==> config.mk <==
export PLATFORM = sky130hd
export DESIGN_NAME = brs_run_seq
export DESIGN_NICKNAME = d
export VERILOG_FILES = /design/src/design/brs_pkg.sv /design/src/design/brs_run_seq.sv
export VERILOG_INCLUDE_DIRS = /design/src /design/src/design
export SDC_FILE = /design/constraint.sdc
export NUM_CORES = 1
export LEC_CHECK = 0
export BUFFER_PORTS_ARGS = -buffer_cell sky130_fd_sc_hd__buf_2
export CAP_MARGIN = 10
export CORE_UTILIZATION = 40
export CTS_BUF_LIST = sky130_fd_sc_hd__clkbuf_8
export DETAILED_ROUTE_END_ITERATION = 16
export PLACE_DENSITY_LB_ADDON = 0.1
export SETUP_SLACK_MARGIN = 0.15
export SLEW_MARGIN = 40
export SYNTH_ARGS = -nofsm -noshare
export SYNTH_HDL_FRONTEND = slang
export SYNTH_SLANG_ARGS = --single-unit
==> constraint.sdc <==
create_clock -name mclk_in -period 7.33 [get_ports mclk_in]
set_input_delay 0.733 -clock mclk_in [delete_from_list [all_inputs] [get_ports mclk_in]]
set_output_delay 0.733 -clock mclk_in [all_outputs]
set_load 0.02 [all_outputs]
==> src/design/brs_params.svh <==
// offsets, field positions, reset values and timing counts of the run-state sequencer
`ifndef BRS_PARAMS_SVH
`define BRS_PARAMS_SVH

// register byte offsets
`define BRS_OFF_CTRL 12'h000
`define BRS_OFF_SP_ASSIST 12'h004
`define BRS_OFF_SP_WASTE 12'h008
`define BRS_OFF_SP_PROCESS 12'h00c
`define BRS_OFF_SP_LOWFIRE 12'h010
`define BRS_OFF_TIMES 12'h014
`define BRS_OFF_STATUS 12'h018

// control register fields
`define BRS_CTRL_POM_LSB 0
`define BRS_CTRL_LHS_LSB 2
`define BRS_CTRL_AUX_PID 4
`define BRS_CTRL_RELIGHT_EN 5
`define BRS_CTRL_LIMIT_LSB 8
`define BRS_CTRL_CLR_COUNT 31
`define BRS_CTRL_RESET 32'h0000_0300

// timing register fields, both in milliseconds
`define BRS_TIMES_LHS_LSB 0
`define BRS_TIMES_RELIGHT_LSB 16
`define BRS_TIMES_RESET 32'h2710_ea60

// status register fields
`define BRS_STAT_STATE_LSB 0
`define BRS_STAT_COUNT_LSB 8
`define BRS_STAT_OUT_LSB 16

// setpoint reset value
`define BRS_SP_RESET 16'h0000

// time base: one millisecond tick
`define BRS_CLK_NS 50
`define BRS_TICK_NS 1000000
`define BRS_TICK_CYCLES (`BRS_TICK_NS / `BRS_CLK_NS)

`endif

==> src/design/brs_pkg.sv <==
// types shared by the run-state sequencer
package brs_pkg;

   typedef enum logic [2:0] {
      BRS_LOCKOUT,
      BRS_WAITING,
      BRS_PILOT,
      BRS_LOW_FIRE,
      BRS_INCINERATE,
      BRS_INCIN_NO_ASSIST,
      BRS_PID_CONTROL
   } brs_state_e;

   typedef enum logic [1:0] {
      BRS_POM_DISABLED,
      BRS_POM_OFF_AT_SETPOINT,
      BRS_POM_OFF_AFTER_MAIN_ON,
      BRS_POM_FOLLOW_MAIN
   } brs_pilot_off_e;

   typedef enum logic [1:0] {
      BRS_LHS_DISABLED,
      BRS_LHS_WAIT,
      BRS_LHS_MAIN_PERMISSIVE,
      BRS_LHS_RESERVED
   } brs_lhs_e;

   typedef struct packed {
      logic alarm;
      logic wait_cond;
      logic main_permissive;
      logic flame_loss;
      logic user_stop;
   } brs_cond_s;

   typedef struct packed {
      logic pilot;
      logic first_fuel_shutoff_valve;
      logic second_fuel_shutoff_valve;
      logic pilot_valve;
      logic ignition_coil;
      logic ignition_enable;
   } brs_safety_s;

endpackage

==> src/design/brs_run_seq.sv <==
// run-state sequencer: state machine, safety outputs and apb register file
`timescale 1ns/1ps
`default_nettype none
`include "brs_params.svh"

module brs_run_seq #(
   parameter int unsigned TICK_CYCLES = `BRS_TICK_CYCLES
) (
   input wire logic mclk_in,
   input wire logic rst_n_in,
   input wire logic psel_in,
   input wire logic penable_in,
   input wire logic pwrite_in,
   input wire logic [11:0] paddr_in,
   input wire logic [31:0] pwdata_in,
   output logic [31:0] prdata_out,
   output logic pready_out,
   output logic pslverr_out,
   input wire brs_pkg::brs_cond_s cond_in,
   input wire logic [15:0] process_temp_in,
   input wire logic ext_load_in,
   input wire brs_pkg::brs_state_e ext_state_in,
   output brs_pkg::brs_state_e state_out,
   output brs_pkg::brs_safety_s safety_out
);

   ////////////////////////////////////////////////////////////////////////////
   // declarations

   brs_pkg::brs_state_e state;
   brs_pkg::brs_state_e next_state;
   logic [31:0] ctrl;
   logic [31:0] times;
   logic [15:0] sp_assist;
   logic [15:0] sp_waste;
   logic [15:0] sp_process;
   logic [15:0] sp_lowfire;
   logic [3:0] relight_count;
   logic [15:0] tick_cnt;
   logic tick;
   logic [15:0] lhs_ms;
   logic [15:0] relight_ms;
   logic reigniting;
   brs_pkg::brs_pilot_off_e pom;
   brs_pkg::brs_lhs_e lhs_mode;
   logic [3:0] relight_limit;
   logic relight_exceeded;
   logic any_block;
   logic go_lockout;
   logic go_waiting;
   logic go_pilot;
   logic pom_waits;
   logic pilot_dropped;
   logic running;
   logic in_band;
   logic lhs_elapsed;
   logic flame_event;
   logic wr_en;
   logic rd_en;
   logic addr_ok;
   logic clr_count;
   brs_pkg::brs_safety_s next_safety;

   ////////////////////////////////////////////////////////////////////////////
   // decoded settings

   assign pom = brs_pkg::brs_pilot_off_e'(ctrl[`BRS_CTRL_POM_LSB +: 2]);
   assign lhs_mode = brs_pkg::brs_lhs_e'(ctrl[`BRS_CTRL_LHS_LSB +: 2]);
   assign relight_limit = ctrl[`BRS_CTRL_LIMIT_LSB +: 4];
   assign pom_waits = (pom == brs_pkg::BRS_POM_OFF_AFTER_MAIN_ON) ||
      (pom == brs_pkg::BRS_POM_FOLLOW_MAIN);
   assign pilot_dropped = (pom == brs_pkg::BRS_POM_OFF_AFTER_MAIN_ON);

   ////////////////////////////////////////////////////////////////////////////
   // exit conditions shared by the covered running states

   assign running = (state == brs_pkg::BRS_INCIN_NO_ASSIST) ||
      (state == brs_pkg::BRS_PID_CONTROL);
   // attempts already used up to the limit count as exceeded
   assign relight_exceeded = (relight_count >= relight_limit);
   assign any_block = cond_in.alarm | cond_in.wait_cond | cond_in.main_permissive;
   assign go_lockout = cond_in.alarm | cond_in.user_stop |
      (cond_in.flame_loss & relight_exceeded);
   assign go_waiting = cond_in.wait_cond |
      (cond_in.flame_loss & ~relight_exceeded) |
      (cond_in.main_permissive & pom_waits);
   assign go_pilot = cond_in.main_permissive & ~pom_waits;
   assign flame_event = running & cond_in.flame_loss & ~relight_exceeded &
      ~cond_in.alarm & ~cond_in.user_stop;
   assign in_band = (process_temp_in > sp_process) && (process_temp_in < sp_lowfire);
   assign lhs_elapsed = (lhs_ms >= times[`BRS_TIMES_LHS_LSB +: 16]);

   ////////////////////////////////////////////////////////////////////////////
   // next state

   always_comb begin
      next_state = state;
      case (state)
         brs_pkg::BRS_INCINERATE: begin
            if (!any_block && process_temp_in > sp_assist) begin
               next_state = brs_pkg::BRS_INCIN_NO_ASSIST;
            end
         end
         brs_pkg::BRS_LOW_FIRE: begin
            if (!any_block && process_temp_in < sp_process && ctrl[`BRS_CTRL_AUX_PID]) begin
               next_state = brs_pkg::BRS_PID_CONTROL;
            end
         end
         brs_pkg::BRS_INCIN_NO_ASSIST: begin
            if (go_lockout) begin
               next_state = brs_pkg::BRS_LOCKOUT;
            end else if (go_waiting) begin
               next_state = brs_pkg::BRS_WAITING;
            end else if (go_pilot) begin
               next_state = brs_pkg::BRS_PILOT;
            end else if (process_temp_in > sp_waste) begin
               next_state = pom_waits ? brs_pkg::BRS_WAITING : brs_pkg::BRS_PILOT;
            end else if (process_temp_in < sp_assist) begin
               next_state = brs_pkg::BRS_INCINERATE;
            end
         end
         brs_pkg::BRS_PID_CONTROL: begin
            if (go_lockout) begin
               next_state = brs_pkg::BRS_LOCKOUT;
            end else if (go_waiting) begin
               next_state = brs_pkg::BRS_WAITING;
            end else if (in_band && lhs_elapsed && lhs_mode == brs_pkg::BRS_LHS_WAIT) begin
               next_state = brs_pkg::BRS_WAITING;
            end else if (go_pilot) begin
               next_state = brs_pkg::BRS_PILOT;
            end else if (in_band && lhs_elapsed &&
                  lhs_mode == brs_pkg::BRS_LHS_MAIN_PERMISSIVE) begin
               next_state = brs_pkg::BRS_PILOT;
            end else if (process_temp_in > sp_lowfire) begin
               next_state = pom_waits ? brs_pkg::BRS_WAITING : brs_pkg::BRS_PILOT;
            end
         end
         default: begin
            next_state = state;
         end
      endcase
      // the surrounding sequencer owns every state outside the two covered ones
      if (ext_load_in && !running) begin
         next_state = ext_state_in;
      end
   end

   always_ff @(posedge mclk_in or negedge rst_n_in) begin
      if (!rst_n_in) begin
         state <= brs_pkg::BRS_LOCKOUT;
      end else begin
         state <= next_state;
      end
   end

   ////////////////////////////////////////////////////////////////////////////
   // millisecond time base

   always_ff @(posedge mclk_in or negedge rst_n_in) begin
      if (!rst_n_in) begin
         tick_cnt <= 16'h0000;
      end else if (tick) begin
         tick_cnt <= 16'h0000;
      end else begin
         tick_cnt <= tick_cnt + 16'h0001;
      end
   end

   assign tick = (tick_cnt == 16'(TICK_CYCLES - 1));

   ////////////////////////////////////////////////////////////////////////////
   // low heat standby delay: restarts whenever pid leaves the band

   always_ff @(posedge mclk_in or negedge rst_n_in) begin
      if (!rst_n_in) begin
         lhs_ms <= 16'h0000;
      end else if (state != brs_pkg::BRS_PID_CONTROL || !in_band ||
            lhs_mode == brs_pkg::BRS_LHS_DISABLED) begin
         lhs_ms <= 16'h0000;
      end else if (tick && !lhs_elapsed) begin
         lhs_ms <= lhs_ms + 16'h0001;
      end
   end

   ////////////////////////////////////////////////////////////////////////////
   // relight attempts and reignition window

   always_ff @(posedge mclk_in or negedge rst_n_in) begin
      if (!rst_n_in) begin
         relight_count <= 4'h0;
      end else if (flame_event && relight_count != 4'hf) begin
         // a flame loss in the clearing cycle still counts
         relight_count <= relight_count + 4'h1;
      end else if (clr_count) begin
         relight_count <= 4'h0;
      end
   end

   // a reignition window opens on a relightable flame loss when relight is enabled
   always_ff @(posedge mclk_in or negedge rst_n_in) begin
      if (!rst_n_in) begin
         reigniting <= 1'b0;
         relight_ms <= 16'h0000;
      end else if (flame_event && ctrl[`BRS_CTRL_RELIGHT_EN]) begin
         reigniting <= 1'b1;
         relight_ms <= 16'h0000;
      end else if (reigniting) begin
         if (relight_ms >= times[`BRS_TIMES_RELIGHT_LSB +: 16] || cond_in.alarm ||
               cond_in.user_stop || state == brs_pkg::BRS_LOCKOUT) begin
            reigniting <= 1'b0;
         end else if (tick) begin
            relight_ms <= relight_ms + 16'h0001;
         end
      end
   end

   ////////////////////////////////////////////////////////////////////////////
   // safety outputs, registered so they never glitch

   always_comb begin
      next_safety = '0;
      case (next_state)
         brs_pkg::BRS_INCIN_NO_ASSIST: begin
            next_safety.pilot = ~pilot_dropped;
            next_safety.second_fuel_shutoff_valve = 1'b1;
            next_safety.pilot_valve = ~pilot_dropped;
         end
         brs_pkg::BRS_PID_CONTROL,
         brs_pkg::BRS_INCINERATE,
         brs_pkg::BRS_LOW_FIRE: begin
            next_safety.pilot = ~pilot_dropped;
            next_safety.first_fuel_shutoff_valve = 1'b1;
            next_safety.second_fuel_shutoff_valve = 1'b1;
            next_safety.pilot_valve = ~pilot_dropped;
         end
         brs_pkg::BRS_PILOT: begin
            next_safety.pilot = 1'b1;
            next_safety.pilot_valve = 1'b1;
         end
         default: begin
            next_safety = '0;
         end
      endcase
      if (next_state != brs_pkg::BRS_LOCKOUT) begin
         next_safety.ignition_coil = reigniting;
         next_safety.ignition_enable = reigniting;
      end
   end

   always_ff @(posedge mclk_in or negedge rst_n_in) begin
      if (!rst_n_in) begin
         safety_out <= '0;
      end else begin
         safety_out <= next_safety;
      end
   end

   assign state_out = state;

   ////////////////////////////////////////////////////////////////////////////
   // apb slave: zero wait states, read data captured in the setup cycle

   assign wr_en = psel_in & penable_in & pwrite_in;
   assign rd_en = psel_in & ~penable_in & ~pwrite_in;
   assign addr_ok = (paddr_in == `BRS_OFF_CTRL) || (paddr_in == `BRS_OFF_SP_ASSIST) ||
      (paddr_in == `BRS_OFF_SP_WASTE) || (paddr_in == `BRS_OFF_SP_PROCESS) ||
      (paddr_in == `BRS_OFF_SP_LOWFIRE) || (paddr_in == `BRS_OFF_TIMES) ||
      (paddr_in == `BRS_OFF_STATUS);
   assign clr_count = wr_en && paddr_in == `BRS_OFF_CTRL && pwdata_in[`BRS_CTRL_CLR_COUNT];
   assign pready_out = 1'b1;

   always_ff @(posedge mclk_in or negedge rst_n_in) begin
      if (!rst_n_in) begin
         ctrl <= `BRS_CTRL_RESET;
         times <= `BRS_TIMES_RESET;
      end else if (wr_en) begin
         if (paddr_in == `BRS_OFF_CTRL) begin
            // clear-count bit is a strobe and reads back as zero
            ctrl <= {1'b0, 19'h00000, pwdata_in[11:8], 2'b00, pwdata_in[5:0]};
         end
         if (paddr_in == `BRS_OFF_TIMES) begin
            times <= pwdata_in;
         end
      end
   end

   always_ff @(posedge mclk_in or negedge rst_n_in) begin
      if (!rst_n_in) begin
         sp_assist <= `BRS_SP_RESET;
         sp_waste <= `BRS_SP_RESET;
         sp_process <= `BRS_SP_RESET;
         sp_lowfire <= `BRS_SP_RESET;
      end else if (wr_en) begin
         case (paddr_in)
            `BRS_OFF_SP_ASSIST: sp_assist <= pwdata_in[15:0];
            `BRS_OFF_SP_WASTE: sp_waste <= pwdata_in[15:0];
            `BRS_OFF_SP_PROCESS: sp_process <= pwdata_in[15:0];
            `BRS_OFF_SP_LOWFIRE: sp_lowfire <= pwdata_in[15:0];
            default: sp_assist <= sp_assist;
         endcase
      end
   end

   always_ff @(posedge mclk_in or negedge rst_n_in) begin
      if (!rst_n_in) begin
         prdata_out <= 32'h0000_0000;
         pslverr_out <= 1'b0;
      end else if (psel_in && !penable_in) begin
         pslverr_out <= ~addr_ok;
         prdata_out <= 32'h0000_0000;
         if (rd_en) begin
            case (paddr_in)
               `BRS_OFF_CTRL: prdata_out <= ctrl;
               `BRS_OFF_SP_ASSIST: prdata_out <= {16'h0000, sp_assist};
               `BRS_OFF_SP_WASTE: prdata_out <= {16'h0000, sp_waste};
               `BRS_OFF_SP_PROCESS: prdata_out <= {16'h0000, sp_process};
               `BRS_OFF_SP_LOWFIRE: prdata_out <= {16'h0000, sp_lowfire};
               `BRS_OFF_TIMES: prdata_out <= times;
               `BRS_OFF_STATUS: prdata_out <= {10'h000, safety_out, 4'h0, relight_count,
                  5'h00, state};
               default: prdata_out <= 32'h0000_0000;
            endcase
         end
      end
   end

endmodule

`default_nettype wire

==> results.json, run 1 <==
{
  "async_flop_share_pct": 100,
  "antenna_found_initial": 0,
  "grt.total_usage_pct": 24.1,
  "reg2regPathDepth": 8,
  "cts_hold_buf": 0,
  "slowest_stage": "a2111oi_1",
  "cts_setup_buffers": 0,
  "crit_cells": 8,
  "timing.fmax_mhz": 312,
  "routed_wl_um": 33900,
  "crit_start": "relight_count[0]",
  "fin_worst_skew_ns": 0.0321,
  "cts_tree": "yes",
  "maxSlewViolCount": 0,
  "start_util_pct": 41.1,
  "ys_warn_count": 0,
  "synth_top_area_share_pct": 40.2,
  "fp.dieW_um": 172,
  "min_period_ns": 3.21,
  "crit_chain": "inv_1 > ha_1 > nand2b_1 > a2111oi_1 > o21ai_1 > or4_1 > nor2_2 > or2_2",
  "area_growth_pct": 12.2,
  "routed_via_density": 5.49,
  "grt_max_degree": 81,
  "clk_path_buf_depth": 2,
  "max_stage_delay_ns": 0.60,
  "dr.pass1.iters": 6,
  "power.density_nw_per_um2": 168,
  "layout_common_cells": "dfrtp_1, nand2_1, o21ai_0, buf_2, inv_1",
  "critPathBufInv": 1,
  "gp_congestion": 0.904,
  "p_clk_share_pct": 32.9,
  "crit_arrival_ns": 3.62,
  "synth_nets": 1387,
  "cap_violations": 0,
  "cts.repair.resized": 0,
  "dieArea_um2": 29400,
  "core_area_um2": 28000,
  "rsz0062_at_grt": "false",
  "grt_pass1_vias": 8920,
  "start_kind": "flip-flop",
  "rows": 61,
  "crit_type": "flip-flop to flip-flop",
  "hold_viol": 0,
  "clkTransAtPathRegs_ns": 0.12,
  "relSlewSlack_pct": 40.4,
  "clkSinkCount": 199,
  "synth_seq_cells": 199,
  "drt-wirelength-per-cell_um": 19.9,
  "r2r_setup_slack_ns": 4.12,
  "path_delay_family": "simple AND/OR/NAND/NOR gates",
  "crit_fanout": 16,
  "r2r_end": "reigniting",
  "die_h_um": 172,
  "worstMarginPinSlew_ns": 0.888,
  "synth_area_um2": 11500,
  "critical_path.endpoint": "reigniting",
  "worst_setup_path_end_kind": "flip-flop",
  "root_buffer": "clkbuf_8",
  "drc_errors": 0,
  "p_seq_share_pct": 54.1,
  "setup_tns_ns": 0,
  "cts_made_buffers": 17,
  "cellInternalPower_mw": 1.48,
  "grt_pass1_wl_um": 52500,
  "final.period_utilization_pct": 43.8,
  "status": "finished clean",
  "p_leak_nw": 6.21,
  "drtAntennaViolNets": 0,
  "htreeDepth": 4,
  "dp_hpwl_um": 25400,
  "ios": 117,
  "port_buffers": 115,
  "synth_enable_flop_cells": 0,
  "p_sw_share_pct": 31.8,
  "crit_required_ns": 7.74,
  "multiInputGateArea_um2": 5950,
  "synth_ff_type": "dfrtp_1",
  "synth_top_cell_by_area": "dfrtp_1",
  "seq_area_um2": 5000,
  "holdWs_ns": 0.284,
  "setup_viol": 0,
  "drtIter0Drc": 718,
  "switching_power_uw": 690,
  "drive_gt1_share_pct": 19.1,
  "avgSynthCellArea_um2": 9.51,
  "postSynthCellCount": 1209,
  "via_count": 9335,
  "layout_commonest_cell": "dfrtp_1",
  "ys_seq_area_share_pct": 43.4,
  "fillers": 2747,
  "comb_power_share_pct": 13.0,
  "ir_drop_uv": 97.7,
  "ys_top_cells_by_area": "dfrtp_1, ha_1, o21ai_0",
  "nNetsFinal": 1487,
  "grt_overflow": 0,
  "r2r_start": "relight_count[0]",
  "yosysUniqueCellTypes": 78,
  "clock_latency_ns": 0.49,
  "hp-class": "primary input to asynchronous set/reset pin"
}
## per-stage QoR
step	cells	area [um^2]	power (mW)	setup slack, ns	utilization, %
2_1_floorplan	1209	11500	1.34	4.41	-
3_3_place_gp	1665	12500	1.47	3.65	44.5
3_5_place_dp	1668	12500	1.48	3.79	44.7
4_1_cts	1700	12900	2.20	3.97	46.0
5_1_grt	1700	12900	2.28	3.87	46.0
6_report	1701	12900	2.17	4.12	46.1
## power groups by stage
| stage | logic, mW | registers [mW] | clock network [mW] |
|---|---|---|---|
| after floorplan | 0.158 | 1.19 | 0 |
| after global placement | 0.279 | 1.20 | 0 |
| after detailed placement | 0.282 | 1.19 | 0 |
| after CTS | 0.283 | 1.17 | 0.745 |
| after global routing | 0.313 | 1.18 | 0.787 |
| final | 0.282 | 1.17 | 0.714 |
## worst min path at each step
| stage | start | to | slack [ns] | cells past startpoint |
|---|---|---|---|---|
| 5_1_grt | rst_n_in | prdata_out[15] | 0.30 | 1 |
| 2_1_floorplan | rst_n_in | ctrl[0] | 0.44 | 0 |
| 3_5_place_dp | prdata_out[25] | prdata_out[25] | 0.47 | 2 |
| 3_3_place_gp | prdata_out[18] | prdata_out[18] | 0.46 | 2 |
| 6_report | rst_n_in | prdata_out[13] | 0.28 | 1 |
| 4_1_cts | rst_n_in | prdata_out[24] | 0.29 | 1 |
## state kept, by name (all words and copies together) (netlist names), 16 cells and up
signal,flops
lhs_ms,16
prdata_out,32
relight_ms,16
sp_assist,16
sp_lowfire,16
sp_process,16
sp_waste,16
tick_cnt,16
times,32
## cells in the mapped netlist, types with 5 or more instances
cell,count
or2_2,5
buf_2,7
and2_1,8
nor4_1,5
a21o_1,11
mux2_2,47
a21oi_1,58
or3_1,6
dfstp_2,14
a211oi_1,6
and3_1,10
nand2_1,152
o31ai_1,6
dfrtp_1,185
nor2_1,59
nor2b_1,11
nor3_1,10
and4_1,6
nand3_1,22
or4_1,7
clkbuf_1,32
a22oi_1,14
ha_1,104
nand2b_1,8
nand4_1,34
o211ai_1,7
mux2i_1,11
inv_1,108
a222oi_1,11
o21ai_0,127
a22o_1,8
xnor2_1,13
xor2_1,24
## layout make-up
cell class	instances	share of cell area (%)
well taps	378	3.67
diodes	1	0.0194
inverters	109	3.17
repair buffers	127	5.27
clock buffers	17	1.81
multi-input cells	855	46.1
flip-flops and latches	199	38.7
clock inverters	15	1.19
## worst reg2reg max path, delay by kind of cell, from the launching register on
kind                     cells  cell delay, ns
AND/OR/NAND/NOR              4            1.55
buffers and inverters        1            0.07
AO/OA/AOI/OAI                2            0.78
flip-flops                   1            0.48
adder cells (fa/ha/maj)      1            0.26
## per-layer routing
metal | global-route usage (%) | vias up | wire [um]
li1 | - | 4484 | -
met1 | 35.0 | 4544 | 16100
met2 | 37.5 | 272 | 15300
met3 | 2.99 | 35 | 1830
met4 | 6.60 | 0 | 600
met5 | 0 | - | 0
## cell families after synthesis
group / count (synthesis) / share of synthesized area, %
buf+inv: 155 / 5.26
fa+ha+maj: 104 / 11.3
other cells: 1 / 0.0326
compound gates: 292 / 15.9
mux: 58 / 5.56
flops: 199 / 43.4
xor+xnor: 37 / 2.82
simple gates: 363 / 15.7
No activity file was read; power rests on OpenSTA's default activity.
==> run 2: changes to the inputs <==
--- a/config.mk
+++ b/config.mk
@@ -6,6 +6,7 @@
 export SDC_FILE = /design/constraint.sdc
 export NUM_CORES = 1
 export LEC_CHECK = 0
+export ABC_AREA = 1
 export BUFFER_PORTS_ARGS = -buffer_cell sky130_fd_sc_hd__buf_2
 export CAP_MARGIN = 10
 export CORE_UTILIZATION = 40
==> constraint.sdc (replaced) <==
create_clock -name mclk_in -period 2.7 [get_ports mclk_in]
set_input_delay 0.27 -clock mclk_in [delete_from_list [all_inputs] [get_ports mclk_in]]
set_output_delay 0.27 -clock mclk_in [all_outputs]
set_load 0.02 [all_outputs]
==> results.json, run 2 <==
{
  "crit_fanout": 3,
  "start_util_pct": 41.2,
  "layout_common_cells": "nand2_1, inv_1, dfrtp_1, o21ai_0, buf_2",
  "crit_arrival_ns": 2.95,
  "dp_hpwl_um": 24300,
  "utilization_pct": 50.2,
  "yosys.area_share.simple_pct": 19.3,
  "synth_top_area_share_pct": 39.9,
  "drt-wirelength-per-cell_um": 16.1,
  "cap_violations": 0,
  "synth_enable_flop_cells": 0,
  "stdcell_area_um2": 14100,
  "top_regs": "prdata_out x32, times x32",
  "cp_common_cell": "nand3_2",
  "slowest_stage": "dfstp_2",
  "crit_required_ns": 3.09,
  "drive_gt1_share_pct": 22.0,
  "power.density_nw_per_um2": 434,
  "synth_xor_area_share_pct": 0.453,
  "nNetsFinal": 1793,
  "synth_fa_ha_area_share_pct": 11.2,
  "rsz0062_at_grt": "true",
  "report.power.total_mw": 6.12,
  "drc_errors": 0,
  "grt_pass1_vias": 9448,
  "synth_mux_area_share_pct": 0.0971,
  "synth_common_cells": "nand2_1, inv_1, dfrtp_1",
  "clkTransAtPathRegs_ns": 0.11,
  "fp.dieW_um": 172,
  "maxSlewViolCount": 0,
  "crit_type": "flip-flop to flip-flop",
  "root_buffer": "clkbuf_8",
  "min_period_ns": 2.56,
  "area_growth_pct": 21.8,
  "grt_pass1_wl_um": 49800,
  "ys_seq_area_share_pct": 43.1,
  "synth_nets": 1624,
  "synth_top_cell_by_area": "dfrtp_1",
  "grt.total_usage_pct": 22.1,
  "setup_viol": 0,
  "rows": 61,
  "yosysMostFrequentCell": "nand2_1",
  "yosysUniqueCellTypes": 52,
  "async_flop_share_pct": 100,
  "start_kind": "flip-flop",
  "crit_chain": "inv_2 > ha_4 > nand4_1 > nor3_2 > nand3_1 > nand3_2 > buf_6 > nand3_4 > nand3_2 > nand2_1 > nand2_1 > nand2_2 > a21oi_4 > nand3_2 > nor2_1 > nor2_1",
  "synth_seq_cells": 199,
  "critPathBufInv": 2,
  "antenna_found_initial": 2,
  "cts_made_buffers": 17,
  "p_leak_nw": 6.74,
  "drtIter0Drc": 599,
  "grt_overflow": 0,
  "synth_ff_type": "dfrtp_1",
  "ys_warn_count": 0,
  "fin_worst_skew_ns": 0.0207,
  "ios": 117,
  "fillers": 2739,
  "worst_setup_path_end_kind": "flip-flop",
  "worstMarginPinSlew_ns": 0.885,
  "postSynthCellCount": 1446,
  "htreeDepth": 4,
  "avgSynthCellArea_um2": 8.02,
  "clkSinkCount": 199,
  "layout_commonest_cell": "nand2_1",
  "cts_tree": "yes",
  "grt_max_degree": 77,
  "hold_viol": 0,
  "gp_congestion": 0.891,
  "core_area_um2": 28200,
  "hp-class": "primary input to flip-flop",
  "clk_path_buf_depth": 2,
  "via_count": 10100,
  "dieArea_um2": 29700,
  "routed_wl_um": 32400,
  "clock_latency_ns": 0.48,
  "relSlewSlack_pct": 39.5,
  "synth_area_um2": 11600,
  "drtAntennaViolNets": 0,
  "die_h_um": 172,
  "port_buffers": 115,
  "max_stage_delay_ns": 0.56,
  "dr.pass1.iters": 6,
  "routed_via_density": 5.04,
  "synth_top_family_by_area": "simple AND/OR/NAND/NOR gates",
  "timing.fmax_mhz": 390,
  "synth-compound-area-share_pct": 16.3,
  "path_delay_family": "simple AND/OR/NAND/NOR gates",
  "status": "finished clean",
  "place_area_um2": 12800,
  "final.period_utilization_pct": 95.0,
  "ir_drop_uv": 277,
  "ys_top_cells_by_area": "dfrtp_1, ha_1, nand2_1"
}
-- run 2: cell types whose count changed after synthesis, moves of 23 or more --
| cell | change |
|---|---|
| nor3_1 | +23 |
| nand3_1 | +31 |
| nand2_1 | +137 |
| mux2_2 | -46 |
| nor2_1 | +44 |
| inv_1 | +120 |
| o22ai_1 | +41 |
-- run 2: layout make-up --
| class | count | area, um^2 | share of cell area [%] |
|---|---|---|---|
| Timing Repair Buffer | 192 | 1220 | 8.66 |
| Antenna cell | 2 | 5.00 | 0.0354 |
| Clock inverter | 14 | 140 | 0.992 |
| Inverter | 245 | 922 | 6.53 |
| Sequential cell | 199 | 5000 | 35.4 |
| Clock buffer | 18 | 248 | 1.75 |
| Tap cell | 378 | 473 | 3.35 |
| Multi-Input combinational cell | 960 | 6120 | 43.3 |
-- run 2: final timing paths --
check	startpoint	endpoint	slack, ns	depth (start not counted)
worst max-delay path	times[15]	safety_out[1]	0.14	16
worst min-delay path	pwdata_in[29]	times[29]	0.02	3
worst max register to register	times[15]	safety_out[1]	0.14	16
worst min register to register	tick_cnt[0]	tick_cnt[0]	0.47	1
max in group asynchronous	rst_n_in	times[25]	1.49	3
min in group asynchronous	rst_n_in	sp_assist[5]	0.39	2
-- run 2: per-stage QoR --
step / hold slack [ns] / TNS [ns] / std cells / worst slack (ns)
2_1_floorplan: -0.0256 / 0 / 1446 / 0.296
3_3_place_gp: 0.349 / 0 / 1942 / 0.0263
3_5_place_dp: 0.353 / -0.000719 / 1942 / -0.000719
4_1_cts: 0.00430 / 0 / 1990 / 0.142
5_1_grt: 0.0125 / -0.0318 / 2008 / -0.0234
6_report: 0.0245 / 0 / 2008 / 0.136
-- run 2: cell families after synthesis --
logic type               after synthesis
AO/OA/AOI/OAI                        327
buffers and inverters                287
AND/OR/NAND/NOR                      521
adder cells (fa/ha/maj)              104
multiplexers                           1
XOR/XNOR                               6
other                                  1
flip-flops                           199
-- run 2: timing repair --
action | 4_1_cts | 5_1_grt
pin swaps | 26 | 42
hold buffers | 5 | 0
resized for setup | 28 | 91
buffers inserted | 11 | 16
endpoints found under the hold margin | 71 | 0
setup endpoints to repair | 21 | 35
-- run 2: metal layers --
metal	wire length [um]	vias up	part of all wire, %	track usage, %
li1	-	5132	-	-
met1	15900	4708	49	31.0
met2	14600	232	45	35.1
met3	1190	44	3.7	2.82
met4	770	0	2.4	7.50
met5	0	-	0	0
-- run 2: tightest hold or removal path: stages --
cell,delay (ns)
buf_2,0.10
nor2_1,0.10
a21oi_1,0.05
-- run 2: power breakdown --
group | switching (mW) | leakage (nW) | total, mW | internal (mW)
clock | 1.16 | 0.203 | 1.94 | 0.781
combinational | 0.703 | 3.93 | 1.09 | 0.388
sequential | 0.0590 | 2.60 | 3.09 | 3.03
